**src/common/usif_pkg.sv**
```systemverilog
// Behaviour
// State change updates field, sets state flag
// Software clears state flag before next change
// Stage change updates field, sets stage flag
// Software clears stage flag before next stage
// Empty summary set by enabled empty pipe
// Empty summary clears only via pipe bits
// Not-ready summary: any enabled, not writable
// Ready summary: any enabled, not writable
// Over-current flag on either pin change
// Port status flag bit positions fixed
// Unassigned port status bits read zero
// Port interrupts enabled only in host mode; the code enables them in either mode
// Write zero clears, write one keeps
// Over-current, line change detected clock stopped
// Other port flags need running clock
// Software clears stopped-clock flags after restart
// Enabled set flag asserts interrupt low
// Interrupt holds until enabled flags clear
package usif_pkg;
    // Register byte addresses.
    localparam logic [7:0] ADDR_PERIPH_STATUS = 8'h40;
    localparam logic [7:0] ADDR_PORT_STATUS   = 8'h42;
    localparam logic [7:0] ADDR_PERIPH_ENABLE = 8'h48;
    localparam logic [7:0] ADDR_PORT_ENABLE   = 8'h4c;
    localparam logic [7:0] ADDR_EMPTY_STATUS  = 8'h50;
    localparam logic [7:0] ADDR_EMPTY_ENABLE  = 8'h54;
    localparam logic [7:0] ADDR_NOT_READY_SUMMARY_STATUS   = 8'h58;
    localparam logic [7:0] ADDR_NOT_READY_SUMMARY_ENABLE   = 8'h5c;
    localparam logic [7:0] ADDR_RDY_STATUS    = 8'h60;
    localparam logic [7:0] ADDR_RDY_ENABLE    = 8'h64;
    localparam logic [7:0] ADDR_CONTROL       = 8'h68;
    // Port status bit positions.
    localparam int BIT_OVERCURRENT = 15;
    localparam int BIT_LINE_CHANGE = 14;
    localparam int BIT_DETACH      = 12;
    localparam int BIT_ATTACH      = 11;
    localparam int BIT_FRAME_ERR   = 6;
    localparam int BIT_SETUP_ERR   = 5;
    localparam int BIT_SETUP_ACK   = 4;
    localparam logic [15:0] PORT_MASK = 16'hd870;
    // Peripheral status layout.
    localparam int BIT_STATE_CHG  = 12;
    localparam int BIT_STAGE_CHG  = 11;
    localparam int BIT_EMPTY_SUM  = 10;
    localparam int BIT_NOT_READY_SUMMARY_SUM   = 9;
    localparam int BIT_RDY_SUM    = 8;
    localparam int POS_STATE      = 4;
    localparam int POS_STAGE      = 0;
    localparam logic [15:0] PERIPH_CLR_MASK = 16'h1800;
    localparam logic [15:0] RESET_VALUE     = 16'h0000;
    localparam logic [1:0]  AXI_OKAY        = 2'b00;
    localparam logic [1:0]  AXI_SLVERR      = 2'b10;
    // Hardware event inputs grouped together.
    typedef struct packed {
        logic       detach;
        logic       attach;
        logic       frame_err;
        logic       setup_err;
        logic       setup_ack;
        logic       line_change;
    } usif_port_ev_t;
    typedef struct packed {
        logic [2:0] device_state;
        logic [2:0] control_stage;
    } usif_periph_t;
endpackage

```
**src/logic/usif_flags.sv**
```systemverilog
`timescale 1ns/100ps
module usif_flags #(
    parameter int PIPES = 10
) (
    // Clock and reset.
    input  wire logic                   aclk,
    input  wire logic                   aresetn,
    // AXI4-Lite write channels.
    input  wire logic [7:0]             s_axi_awaddr,
    input  wire logic                   s_axi_awvalid,
    output logic                        s_axi_awready,
    input  wire logic [31:0]            s_axi_wdata,
    input  wire logic [3:0]             s_axi_wstrb,
    input  wire logic                   s_axi_wvalid,
    output logic                        s_axi_wready,
    output logic [1:0]                  s_axi_bresp,
    output logic                        s_axi_bvalid,
    input  wire logic                   s_axi_bready,
    // AXI4-Lite read channels.
    input  wire logic [7:0]             s_axi_araddr,
    input  wire logic                   s_axi_arvalid,
    output logic                        s_axi_arready,
    output logic [31:0]                 s_axi_rdata,
    output logic [1:0]                  s_axi_rresp,
    output logic                        s_axi_rvalid,
    input  wire logic                   s_axi_rready,
    // Controller events.
    input  wire usif_pkg::usif_periph_t periph_in,
    input  wire usif_pkg::usif_port_ev_t port_ev,
    input  wire logic [PIPES-1:0]       pipe_empty_set,
    input  wire logic [PIPES-1:0]       pipe_notready_set,
    input  wire logic [PIPES-1:0]       pipe_ready_set,
    input  wire logic                   overcurrent_in_a,
    input  wire logic                   overcurrent_in_b,
    // Interrupt output.
    output logic                        int_n
);
    logic              aw_held;
    logic              w_held;
    logic [7:0]        aw_addr;
    logic [31:0]       w_data;
    logic [3:0]        w_strb;
    logic              do_write;
    logic [15:0]       wd;
    logic [15:0]       port_status;
    logic [15:0]       port_enable;
    logic [15:0]       periph_enable;
    logic              state_change_flag;
    logic              stage_change_flag;
    usif_pkg::usif_periph_t periph_q;
    logic [PIPES-1:0]  pipe_empty_flags;
    logic [PIPES-1:0]  pipe_empty_enables;
    logic [PIPES-1:0]  pipe_notready_flags;
    logic [PIPES-1:0]  pipe_notready_enables;
    logic [PIPES-1:0]  pipe_ready_flags;
    logic [PIPES-1:0]  pipe_ready_enables;
    logic              internal_clock_enable;
    logic              host_mode;
    logic              oc_a_q;
    logic              oc_b_q;
    logic              buffer_empty_summary;
    logic              not_ready_summary;
    logic              buffer_ready_summary;
    logic [15:0]       periph_status;
    logic [15:0]       port_set;
    logic [31:0]       next_rdata;
    logic              addr_ok;

    // Write address and data are taken in either order and held until both arrived.
    // Nothing new is taken while a response waits.
    assign s_axi_awready = !aw_held && !s_axi_bvalid;
    assign s_axi_wready  = !w_held && !s_axi_bvalid;
    assign do_write      = aw_held && w_held && !s_axi_bvalid;
    assign wd            = w_data[15:0];

    always_ff @(posedge aclk)
    begin
        if (!aresetn)
        begin
            aw_held <= 1'b0;
            w_held  <= 1'b0;
            aw_addr <= 8'h00;
            w_data  <= 32'h0000_0000;
            w_strb  <= 4'h0;
        end
        else
        begin
            if (s_axi_awvalid && s_axi_awready)
            begin
                aw_held <= 1'b1;
                aw_addr <= s_axi_awaddr;
            end
            else if (do_write)
                aw_held <= 1'b0;
            if (s_axi_wvalid && s_axi_wready)
            begin
                w_held <= 1'b1;
                w_data <= s_axi_wdata;
                w_strb <= s_axi_wstrb;
            end
            else if (do_write)
                w_held <= 1'b0;
        end
    end

    // Address decode shared by write and read.
    // Stray accesses answer with an error.
    function automatic logic known(input logic [7:0] a);
        known = (a == usif_pkg::ADDR_PERIPH_STATUS) || (a == usif_pkg::ADDR_PORT_STATUS)
             || (a == usif_pkg::ADDR_PERIPH_ENABLE) || (a == usif_pkg::ADDR_PORT_ENABLE)
             || (a == usif_pkg::ADDR_EMPTY_STATUS)  || (a == usif_pkg::ADDR_EMPTY_ENABLE)
             || (a == usif_pkg::ADDR_NOT_READY_SUMMARY_STATUS)   || (a == usif_pkg::ADDR_NOT_READY_SUMMARY_ENABLE)
             || (a == usif_pkg::ADDR_RDY_STATUS)    || (a == usif_pkg::ADDR_RDY_ENABLE)
             || (a == usif_pkg::ADDR_CONTROL);
    endfunction

    // Write response, one cycle after both halves are held.
    // An unmapped write completes with no effect.
    always_ff @(posedge aclk)
    begin
        if (!aresetn)
        begin
            s_axi_bvalid <= 1'b0;
            s_axi_bresp  <= usif_pkg::AXI_OKAY;
        end
        else if (do_write)
        begin
            s_axi_bvalid <= 1'b1;
            s_axi_bresp  <= known(aw_addr) ? usif_pkg::AXI_OKAY : usif_pkg::AXI_SLVERR;
        end
        else if (s_axi_bready)
            s_axi_bvalid <= 1'b0;
    end

    // Control and enable registers written by software; low two strobes cover the data.
    // A write with one low strobe is ignored.
    always_ff @(posedge aclk)
    begin
        if (!aresetn)
        begin
            port_enable           <= usif_pkg::RESET_VALUE;
            periph_enable         <= usif_pkg::RESET_VALUE;
            pipe_empty_enables    <= '0;
            pipe_notready_enables <= '0;
            pipe_ready_enables    <= '0;
            internal_clock_enable <= 1'b0;
            host_mode             <= 1'b0;
        end
        else if (do_write && w_strb[1:0] == 2'b11)
        begin
            case (aw_addr)
                usif_pkg::ADDR_PORT_ENABLE:   port_enable <= wd & usif_pkg::PORT_MASK;
                usif_pkg::ADDR_PERIPH_ENABLE: periph_enable <= wd;
                usif_pkg::ADDR_EMPTY_ENABLE:  pipe_empty_enables <= wd[PIPES-1:0];
                usif_pkg::ADDR_NOT_READY_SUMMARY_ENABLE:   pipe_notready_enables <= wd[PIPES-1:0];
                usif_pkg::ADDR_RDY_ENABLE:    pipe_ready_enables <= wd[PIPES-1:0];
                usif_pkg::ADDR_CONTROL:
                begin
                    internal_clock_enable <= wd[0];
                    host_mode             <= wd[1];
                end
                default: ;
            endcase
        end
    end

    // Peripheral state and stage fields with their change flags; set wins over clear.
    // In host mode only the fields move.
    // The fields lag the inputs by one edge.
    always_ff @(posedge aclk)
    begin
        if (!aresetn)
        begin
            periph_q          <= '0;
            state_change_flag <= 1'b0;
            stage_change_flag <= 1'b0;
        end
        else
        begin
            periph_q <= periph_in;
            if (!host_mode && periph_in.device_state != periph_q.device_state)
                state_change_flag <= 1'b1;
            else if (do_write && aw_addr == usif_pkg::ADDR_PERIPH_STATUS
                     && w_strb[1] && !wd[usif_pkg::BIT_STATE_CHG])
                state_change_flag <= 1'b0;
            if (!host_mode && periph_in.control_stage != periph_q.control_stage)
                stage_change_flag <= 1'b1;
            else if (do_write && aw_addr == usif_pkg::ADDR_PERIPH_STATUS
                     && w_strb[1] && !wd[usif_pkg::BIT_STAGE_CHG])
                stage_change_flag <= 1'b0;
        end
    end

    // Per-pipe status bits: hardware sets, software writes zero to clear, set wins.
    // Written bits above the pipe count are ignored.
    generate
        for (genvar p = 0; p < PIPES; p++)
        begin : g_pipe
            always_ff @(posedge aclk)
            begin
                if (!aresetn)
                begin
                    pipe_empty_flags[p]    <= 1'b0;
                    pipe_notready_flags[p] <= 1'b0;
                    pipe_ready_flags[p]    <= 1'b0;
                end
                else
                begin
                    if (pipe_empty_set[p])
                        pipe_empty_flags[p] <= 1'b1;
                    else if (do_write && aw_addr == usif_pkg::ADDR_EMPTY_STATUS && !wd[p])
                        pipe_empty_flags[p] <= 1'b0;
                    if (pipe_notready_set[p])
                        pipe_notready_flags[p] <= 1'b1;
                    else if (do_write && aw_addr == usif_pkg::ADDR_NOT_READY_SUMMARY_STATUS && !wd[p])
                        pipe_notready_flags[p] <= 1'b0;
                    if (pipe_ready_set[p])
                        pipe_ready_flags[p] <= 1'b1;
                    else if (do_write && aw_addr == usif_pkg::ADDR_RDY_STATUS && !wd[p])
                        pipe_ready_flags[p] <= 1'b0;
                end
            end
        end
    endgenerate

    // Summaries follow the enabled per-pipe bits only, so direct writes have no effect.
    // A disabled pipe keeps its bit but does not count.
    assign buffer_empty_summary = |(pipe_empty_flags & pipe_empty_enables);
    assign not_ready_summary    = |(pipe_notready_flags & pipe_notready_enables);
    assign buffer_ready_summary = |(pipe_ready_flags & pipe_ready_enables);

    // Peripheral status word as software reads it.
    // The summaries are formed here, never stored.
    always_comb
    begin
        periph_status = 16'h0000;
        periph_status[usif_pkg::BIT_STATE_CHG] = state_change_flag;
        periph_status[usif_pkg::BIT_STAGE_CHG] = stage_change_flag;
        periph_status[usif_pkg::BIT_EMPTY_SUM] = buffer_empty_summary;
        periph_status[usif_pkg::BIT_NOT_READY_SUMMARY_SUM]  = not_ready_summary;
        periph_status[usif_pkg::BIT_RDY_SUM]   = buffer_ready_summary;
        periph_status[usif_pkg::POS_STATE +: 3] = periph_q.device_state;
        periph_status[usif_pkg::POS_STAGE +: 3] = periph_q.control_stage;
    end

    // Over-current pins are edge detected; the previous levels are kept for comparison.
    // A pin high when reset ends sets the flag once.
    always_ff @(posedge aclk)
    begin
        if (!aresetn)
        begin
            oc_a_q <= 1'b0;
            oc_b_q <= 1'b0;
        end
        else
        begin
            oc_a_q <= overcurrent_in_a;
            oc_b_q <= overcurrent_in_b;
        end
    end

    // Port events: two always detected, the rest only while the clock runs.
    // This lets a stopped port still wake software.
    always_comb
    begin
        port_set = 16'h0000;
        port_set[usif_pkg::BIT_OVERCURRENT] = (overcurrent_in_a ^ oc_a_q)
                                            | (overcurrent_in_b ^ oc_b_q);
        port_set[usif_pkg::BIT_LINE_CHANGE] = port_ev.line_change;
        port_set[usif_pkg::BIT_DETACH]    = port_ev.detach & internal_clock_enable;
        port_set[usif_pkg::BIT_ATTACH]    = port_ev.attach & internal_clock_enable;
        port_set[usif_pkg::BIT_FRAME_ERR] = port_ev.frame_err & internal_clock_enable;
        port_set[usif_pkg::BIT_SETUP_ERR] = port_ev.setup_err & internal_clock_enable;
        port_set[usif_pkg::BIT_SETUP_ACK] = port_ev.setup_ack & internal_clock_enable;
    end

    // Port status: write zero clears, write one keeps, new events win, spare bits stay zero.
    // An event during read-modify-write is not lost.
    always_ff @(posedge aclk)
    begin
        if (!aresetn)
            port_status <= usif_pkg::RESET_VALUE;
        else if (do_write && aw_addr == usif_pkg::ADDR_PORT_STATUS && w_strb[1:0] == 2'b11)
            port_status <= ((port_status & wd) | port_set) & usif_pkg::PORT_MASK;
        else
            port_status <= (port_status | port_set) & usif_pkg::PORT_MASK;
    end

    // Interrupt is low while any enabled flag stands.
    // Registered, so the pin cannot glitch.
    always_ff @(posedge aclk)
    begin
        if (!aresetn)
            int_n <= 1'b1;
        else
            int_n <= !(|(port_status & port_enable) | |(periph_status[12:8]
                       & periph_enable[12:8]));
    end

    // Read channel: one-cycle answer, unmapped address returns SLVERR and zero.
    // One read at a time: no address while data waits.
    assign s_axi_arready = !s_axi_rvalid;
    assign addr_ok       = known(s_axi_araddr);

    // Read word chosen from the offered address.
    always_comb
    begin
        next_rdata = 32'h0000_0000;
        case (s_axi_araddr)
            usif_pkg::ADDR_PERIPH_STATUS: next_rdata[15:0] = periph_status;
            usif_pkg::ADDR_PORT_STATUS:   next_rdata[15:0] = port_status;
            usif_pkg::ADDR_PERIPH_ENABLE: next_rdata[15:0] = periph_enable;
            usif_pkg::ADDR_PORT_ENABLE:   next_rdata[15:0] = port_enable;
            usif_pkg::ADDR_EMPTY_STATUS:  next_rdata[PIPES-1:0] = pipe_empty_flags;
            usif_pkg::ADDR_EMPTY_ENABLE:  next_rdata[PIPES-1:0] = pipe_empty_enables;
            usif_pkg::ADDR_NOT_READY_SUMMARY_STATUS:   next_rdata[PIPES-1:0] = pipe_notready_flags;
            usif_pkg::ADDR_NOT_READY_SUMMARY_ENABLE:   next_rdata[PIPES-1:0] = pipe_notready_enables;
            usif_pkg::ADDR_RDY_STATUS:    next_rdata[PIPES-1:0] = pipe_ready_flags;
            usif_pkg::ADDR_RDY_ENABLE:    next_rdata[PIPES-1:0] = pipe_ready_enables;
            usif_pkg::ADDR_CONTROL:
                next_rdata[1:0] = {host_mode, internal_clock_enable};
            default: ;
        endcase
    end

    // Read answer captured when the address is taken.
    always_ff @(posedge aclk)
    begin
        if (!aresetn)
        begin
            s_axi_rvalid <= 1'b0;
            s_axi_rdata  <= 32'h0000_0000;
            s_axi_rresp  <= usif_pkg::AXI_OKAY;
        end
        else if (s_axi_arvalid && s_axi_arready)
        begin
            s_axi_rvalid <= 1'b1;
            s_axi_rdata  <= next_rdata;
            s_axi_rresp  <= addr_ok ? usif_pkg::AXI_OKAY : usif_pkg::AXI_SLVERR;
        end
        else if (s_axi_rready)
            s_axi_rvalid <= 1'b0;
    end
endmodule // usif_flags

```
**config.mk**
```make
export PLATFORM = sky130hd
export DESIGN_NAME = usif_flags
export DESIGN_NICKNAME = d
export VERILOG_FILES = /design/src/common/usif_pkg.sv /design/src/logic/usif_flags.sv
export SDC_FILE = /design/constraint.sdc
export NUM_CORES = 1
export LEC_CHECK = 0
export ABC_AREA = 1
export BUFFER_PORTS_ARGS = -buffer_cell sky130_fd_sc_hd__buf_2
export CORE_MARGIN = 2
export CORE_UTILIZATION = 28
export DETAILED_ROUTE_END_ITERATION = 8
export PLACE_DENSITY = 0.47
export SLEW_MARGIN = 20
export SYNTH_ARGS = -nofsm -noshare
export SYNTH_HDL_FRONTEND = slang
export SYNTH_SLANG_ARGS = --single-unit
```
**constraint.sdc**
```tcl
create_clock -name aclk -period 4.9 [get_ports aclk]
set_clock_uncertainty 0.2 [all_clocks]
set_input_delay 0.245 -clock aclk [delete_from_list [all_inputs] [get_ports aclk]]
set_output_delay 0.245 -clock aclk [all_outputs]
set_load 0.01 [all_outputs]
```
Word-level counts from Yosys, hierarchy flattened
Cells that the tools add are included.
{"block": "word_totals", "input_bits": 103, "word_cells": 308, "out_inout_bits": 42, "register_bits": 162}
{"block": "op_classes", "n_bitwise": 17, "n_reduce_logical": 134, "n_mux": 77, "n_eq_ne": 25}
{"cell": "== test 8 x 7 -> 1 bit (second input constant)", "n": 22}
{"cell": "one-hot mux 8 bit (10 select lines)", "n": 1}
{"cell": "nonzero test 2 bit", "n": 36}
{"cell": "2-to-1 mux 1 bit", "n": 71}
{"cell": "logical AND 1 bit", "n": 49}
{"cell": "bitwise AND 16 bit", "n": 2}
{"cell": "OR 16 bit", "n": 2}
{"cell": "bitwise AND 10 bit", "n": 3}
{"cell": "OR reduction 10 bit", "n": 3}
{"cell": "one-hot mux 6 bit (4 select lines)", "n": 1}
{"cell": "logical OR 1 bit", "n": 20}
{"cell": "one-hot mux 2 bit (10 select lines)", "n": 1}
{"cell": "logical NOT 1 bit", "n": 18}
{"cell": "2-to-1 mux 16 bit", "n": 1}
{"cell": "OR reduction 16 bit", "n": 1}
{"cell": "AND reduction 2 bit", "n": 6}
{"cell": "!= test 3 bit", "n": 2}
{"cell": "bitwise AND 1 bit", "n": 5}
{"cell": "bitwise AND 5 bit", "n": 1}
{"cell": "OR reduction 5 bit", "n": 1}
{"cell": "2-to-1 mux 2 bit", "n": 2}
{"cell": "== test 2 bit (second input constant)", "n": 1}
{"cell": "OR 1 bit", "n": 2}
{"cell": "XOR 1 bit", "n": 2}

Longest topological paths before layout
{"block": "depth", "depth_word": 12, "mapped_depth": 11, "ltp_nobuf": 11}

Least setup slack after synthesis
No wires, ideal clock.
{"block": "synth_timing", "kind": "register to register", "startpoint": "register s_axi_bvalid", "endpoint": "register w_data[5]", "stages_incl_launch_ff": 8, "setup_ns": 0.116, "period_less_slack_ns": 1.634, "path_slack_ns": 3.266, "t_required_ns": 4.584, "path_buffers": 2, "arrival_time_ns": 1.319, "cell_sequence": "dfxtp_1 -> nor2_1 -> nand2_1 -> buf_2 -> clkinv_1 -> buf_2 -> nor2_1 -> nor2_1"}
{"block": "synth_between", "elab_chain_len": 3}
{"element": "start: declaration", "line": "usif_flags.sv:17", "source": "output logic s_axi_bvalid,"}
{"element": "start signal: assignment", "line": "usif_flags.sv:123", "source": "s_axi_bvalid <= 1'b0;"}
{"element": "start signal: assignment", "line": "usif_flags.sv:128", "source": "s_axi_bvalid <= 1'b1;"}
{"element": "start signal: assignment", "line": "usif_flags.sv:132", "source": "s_axi_bvalid <= 1'b0;"}
{"element": "logical NOT 1 bit", "line": "usif_flags.sv:72", "source": "assign s_axi_wready = !w_held && !s_axi_bvalid;"}
{"element": "logical AND 1 bit", "line": "usif_flags.sv:72"}
{"element": "named net s_axi_wready", "line": "usif_flags.sv:15", "source": "output logic s_axi_wready,"}
{"element": "logical AND 1 bit", "line": "usif_flags.sv:95", "source": "if (s_axi_wvalid && s_axi_wready)"}
{"element": "end signal: assignment", "line": "usif_flags.sv:98", "source": "w_data <= s_axi_wdata;"}
{"element": "end: declaration", "line": "usif_flags.sv:41", "source": "logic [31:0] w_data;"}
The timed path passes the listed nets, and every way through them passes these cells.
A chain may end at the register's enable or synchronous reset.

Worst setup path in the final report
{"block": "layout_timing", "startpoint": "register s_axi_bvalid", "endpoint": "register w_data[3]"}
{"block": "layout_between", "elab_chain_len": 3}
{"element": "logical NOT 1 bit", "line": "usif_flags.sv:72"}
{"element": "logical AND 1 bit", "line": "usif_flags.sv:72"}
{"element": "logical AND 1 bit", "line": "usif_flags.sv:95"}
No other way between the ends.

==> out/metrics.csv <==
metric,value,unit
yosysMostFrequentCell,nand2_1,
die-area,26000,µm²
cp_top_family,simple AND/OR/NAND/NOR gates,
clockRootBuffer,clkbuf_16,
io_buffers,108,
nNetsFinal,1256,
cp_data_required_time,5.03,ns
tns,0,ns
vias,6715,
grt_max_degree,49,
fin_area,8940,µm²
tightest_slew,0.772,ns
synth_top_area_share,43.7,%
critPathLaunchType,register,
setup_slack,2.64,ns
vdd_drop_max,0.000151,V
setup_viol,0,
htree_levels,4,
ys_seq_area_share,43.7,%
ios,145,
cts_tree,built,
routabilityCongestion,0.793,
synthTopCellsByArea,"dfxtp_1 44%, nand2_1 9.1%, o21ai_0 8.5%",
netlist_area,6920,µm²
antenna_found_initial,0,
fin_crit_sh,46.1,%
cp_common_cell,nor2_1,
synth_common_cells,"168 x nand2_1, 151 x dfxtp_1, 117 x o21ai_0, 116 x a21oi_1, 111 x nor2_1",
leakage,3.85,nW
drtPass1Iterations,5,
cts_made_buffers,17,
ys_types,33,
report.final.slew_viol_count,0,
path_max_fanout,20,
clk_pin_slew,0.06,ns
syn_avg_cell_area,6.97,µm²
final_cells,1490,
cp-end-kind,register,
placed_cells,1386,
ys_ff_latch,151,
postCtsSetupBuffers,0,
cts.path.max_buffers,2,
vias_per_cell,4.51,
grt_usage,17.4,%
outcome,"finished, final reports clean",
path_cells,"nor2_1, nand2_1, clkinv_1, nor2_1, nor2_1",
grt_pass1_vias,6255,
dieWidth,161,µm
dpl_worst_slack,2.37,ns
antennaDiodeCount,0,
slew_headroom,48.4,%
rsz0062_at_grt,false,
ys_warn_count,0,
globalRouteMet2Util,26.9,%
wire_per_inst,14.9,µm
core-area,24300,µm²
layout-drive-gt1-share,15.2,%
fmax,443,MHz
cts_sinks,151,
max_cap_violations,0,
synth_area_leader_cell,dfxtp_1,
final_hold_viol_count,0,
busiest_layer,met2,
area_growth_syn_to_layout,29.2,%
hp-class,in2reg,
dpl-instance-area,7630,µm²
critPathBufInv,1,
insertion_delay,0.44,ns
synthArstFlopShare,0,%
path_class,reg2reg,
drc_errors,0,
die_h,161,µm
synth_edf_count,0,
cts_resized,0,
drt_iter0_markers,454,
start_util,28.4,%
rows,57,
grt_util_met3,2.75,%
grt_first_pass_wirelength,34.9,mm
grt_overflow_total,0,
max_stage_delay,0.62,ns
critPathSlowestCell,clkinv_1,
ys.flop_type,dfxtp_1,
wirelength,22.3,mm
crit_arrival,2.39,ns
place.detailed.hpwl,15.9,mm
gr-usage-met1,24.8,%
fin_crit,2.26,ns
route.antenna.remaining_nets,0,
powerDensity,325,nW/µm²
syn-instance-count,993,
## area by class of cell
class / instances / area [µm²]
Clock buffer: 20 / 457
Clock inverter: 12 / 126
Fill cell: 2683 / 15400
Inverter: 119 / 447
Multi-Input combinational cell: 678 / 3170
Sequential cell: 151 / 3020
Tap cell: 324 / 405
Timing Repair Buffer: 186 / 1310
## logic make-up (layout without fill, tap and decap cells)
family          count (synthesis)  count (layout)  share of synthesized area [%]
compound gates                261             261                           19.8
xor+xnor                        8               8                           1.01
buf+inv                       181             337                           11.3
flops                         151             151                           43.7
other cells                     1              18                         0.0542
simple gates                  391             391                           24.1
## power by group
group          total, mW  leakage, nW  switching (mW)  internal, mW
clock               1.31        0.286           0.532         0.774
combinational      0.258         2.33           0.143         0.115
sequential          1.34         1.24          0.0637          1.28
total               2.90         3.85           0.739          2.17
## per-stage QoR
step | power, mW | utilization (%) | hold WS (ns)
final | 2.90 | 36.8 | 0.180
after global placement | 1.58 | 31.4 | 0.233
after global routing | 3.04 | 36.8 | 0.221
after detailed placement | 1.58 | 31.4 | 0.237
after CTS | 2.94 | 36.8 | 0.180
after floorplan | 1.49 | - | 0.138
## layout by cell type (no fill, tap or decap), types with 8 or more instances in the layout
cell,synthesis,layout
buf_2,11,108
o21ai_1,8,8
dlygate4sd3_1,0,72
conb_1,1,18
inv_1,106,106
nand2_1,168,168
a21oi_1,116,116
o21ai_2,10,10
xor2_1,8,8
nand3_1,88,88
o21ai_0,117,117
inv_2,10,10
nor2_1,111,111
clkbuf_16,0,17
dfxtp_1,151,151
## final timing paths
check	slack, ns	start	depth (start not counted)	to
min reg2reg	0.25	periph_enable[4]	2	periph_enable[4]
max	2.64	s_axi_bvalid	5	w_data[3]
min	0.18	s_axi_awvalid	3	aw_addr[5]
max reg2reg	2.64	s_axi_bvalid	5	w_data[3]
## sequential cells by signal (all words and copies together) (netlist names), 2 cells and up
register and cells:
w_data 16, pipe_notready_flags 10, pipe_ready_enables 10, port_enable 7, aw_addr 8, w_strb 2
pipe_notready_enables 10, pipe_empty_enables 10, s_axi_rdata 16, periph_q 6, port_status 7, pipe_ready_flags 10
pipe_empty_flags 10, periph_enable 16
## metal layers
metal,up-vias,share of wire [%],wire [µm]
li1,3516,-,-
met2,172,44,9780
met5,-,0,0
met1,3010,50,11200
met3,17,4.6,1020
met4,0,1.1,245
## timing repair
item                       4_1_cts  5_1_grt
setup endpoints to repair        0        0
hold endpoints to repair        72        0
hold buffers                    72        0
## worst min-delay path: stages
cell and delay, ns:
buf_2 0.08, nand2_1 0.25, a21oi_1 0.21
No activity file was read; power rests on OpenSTA's default activity.
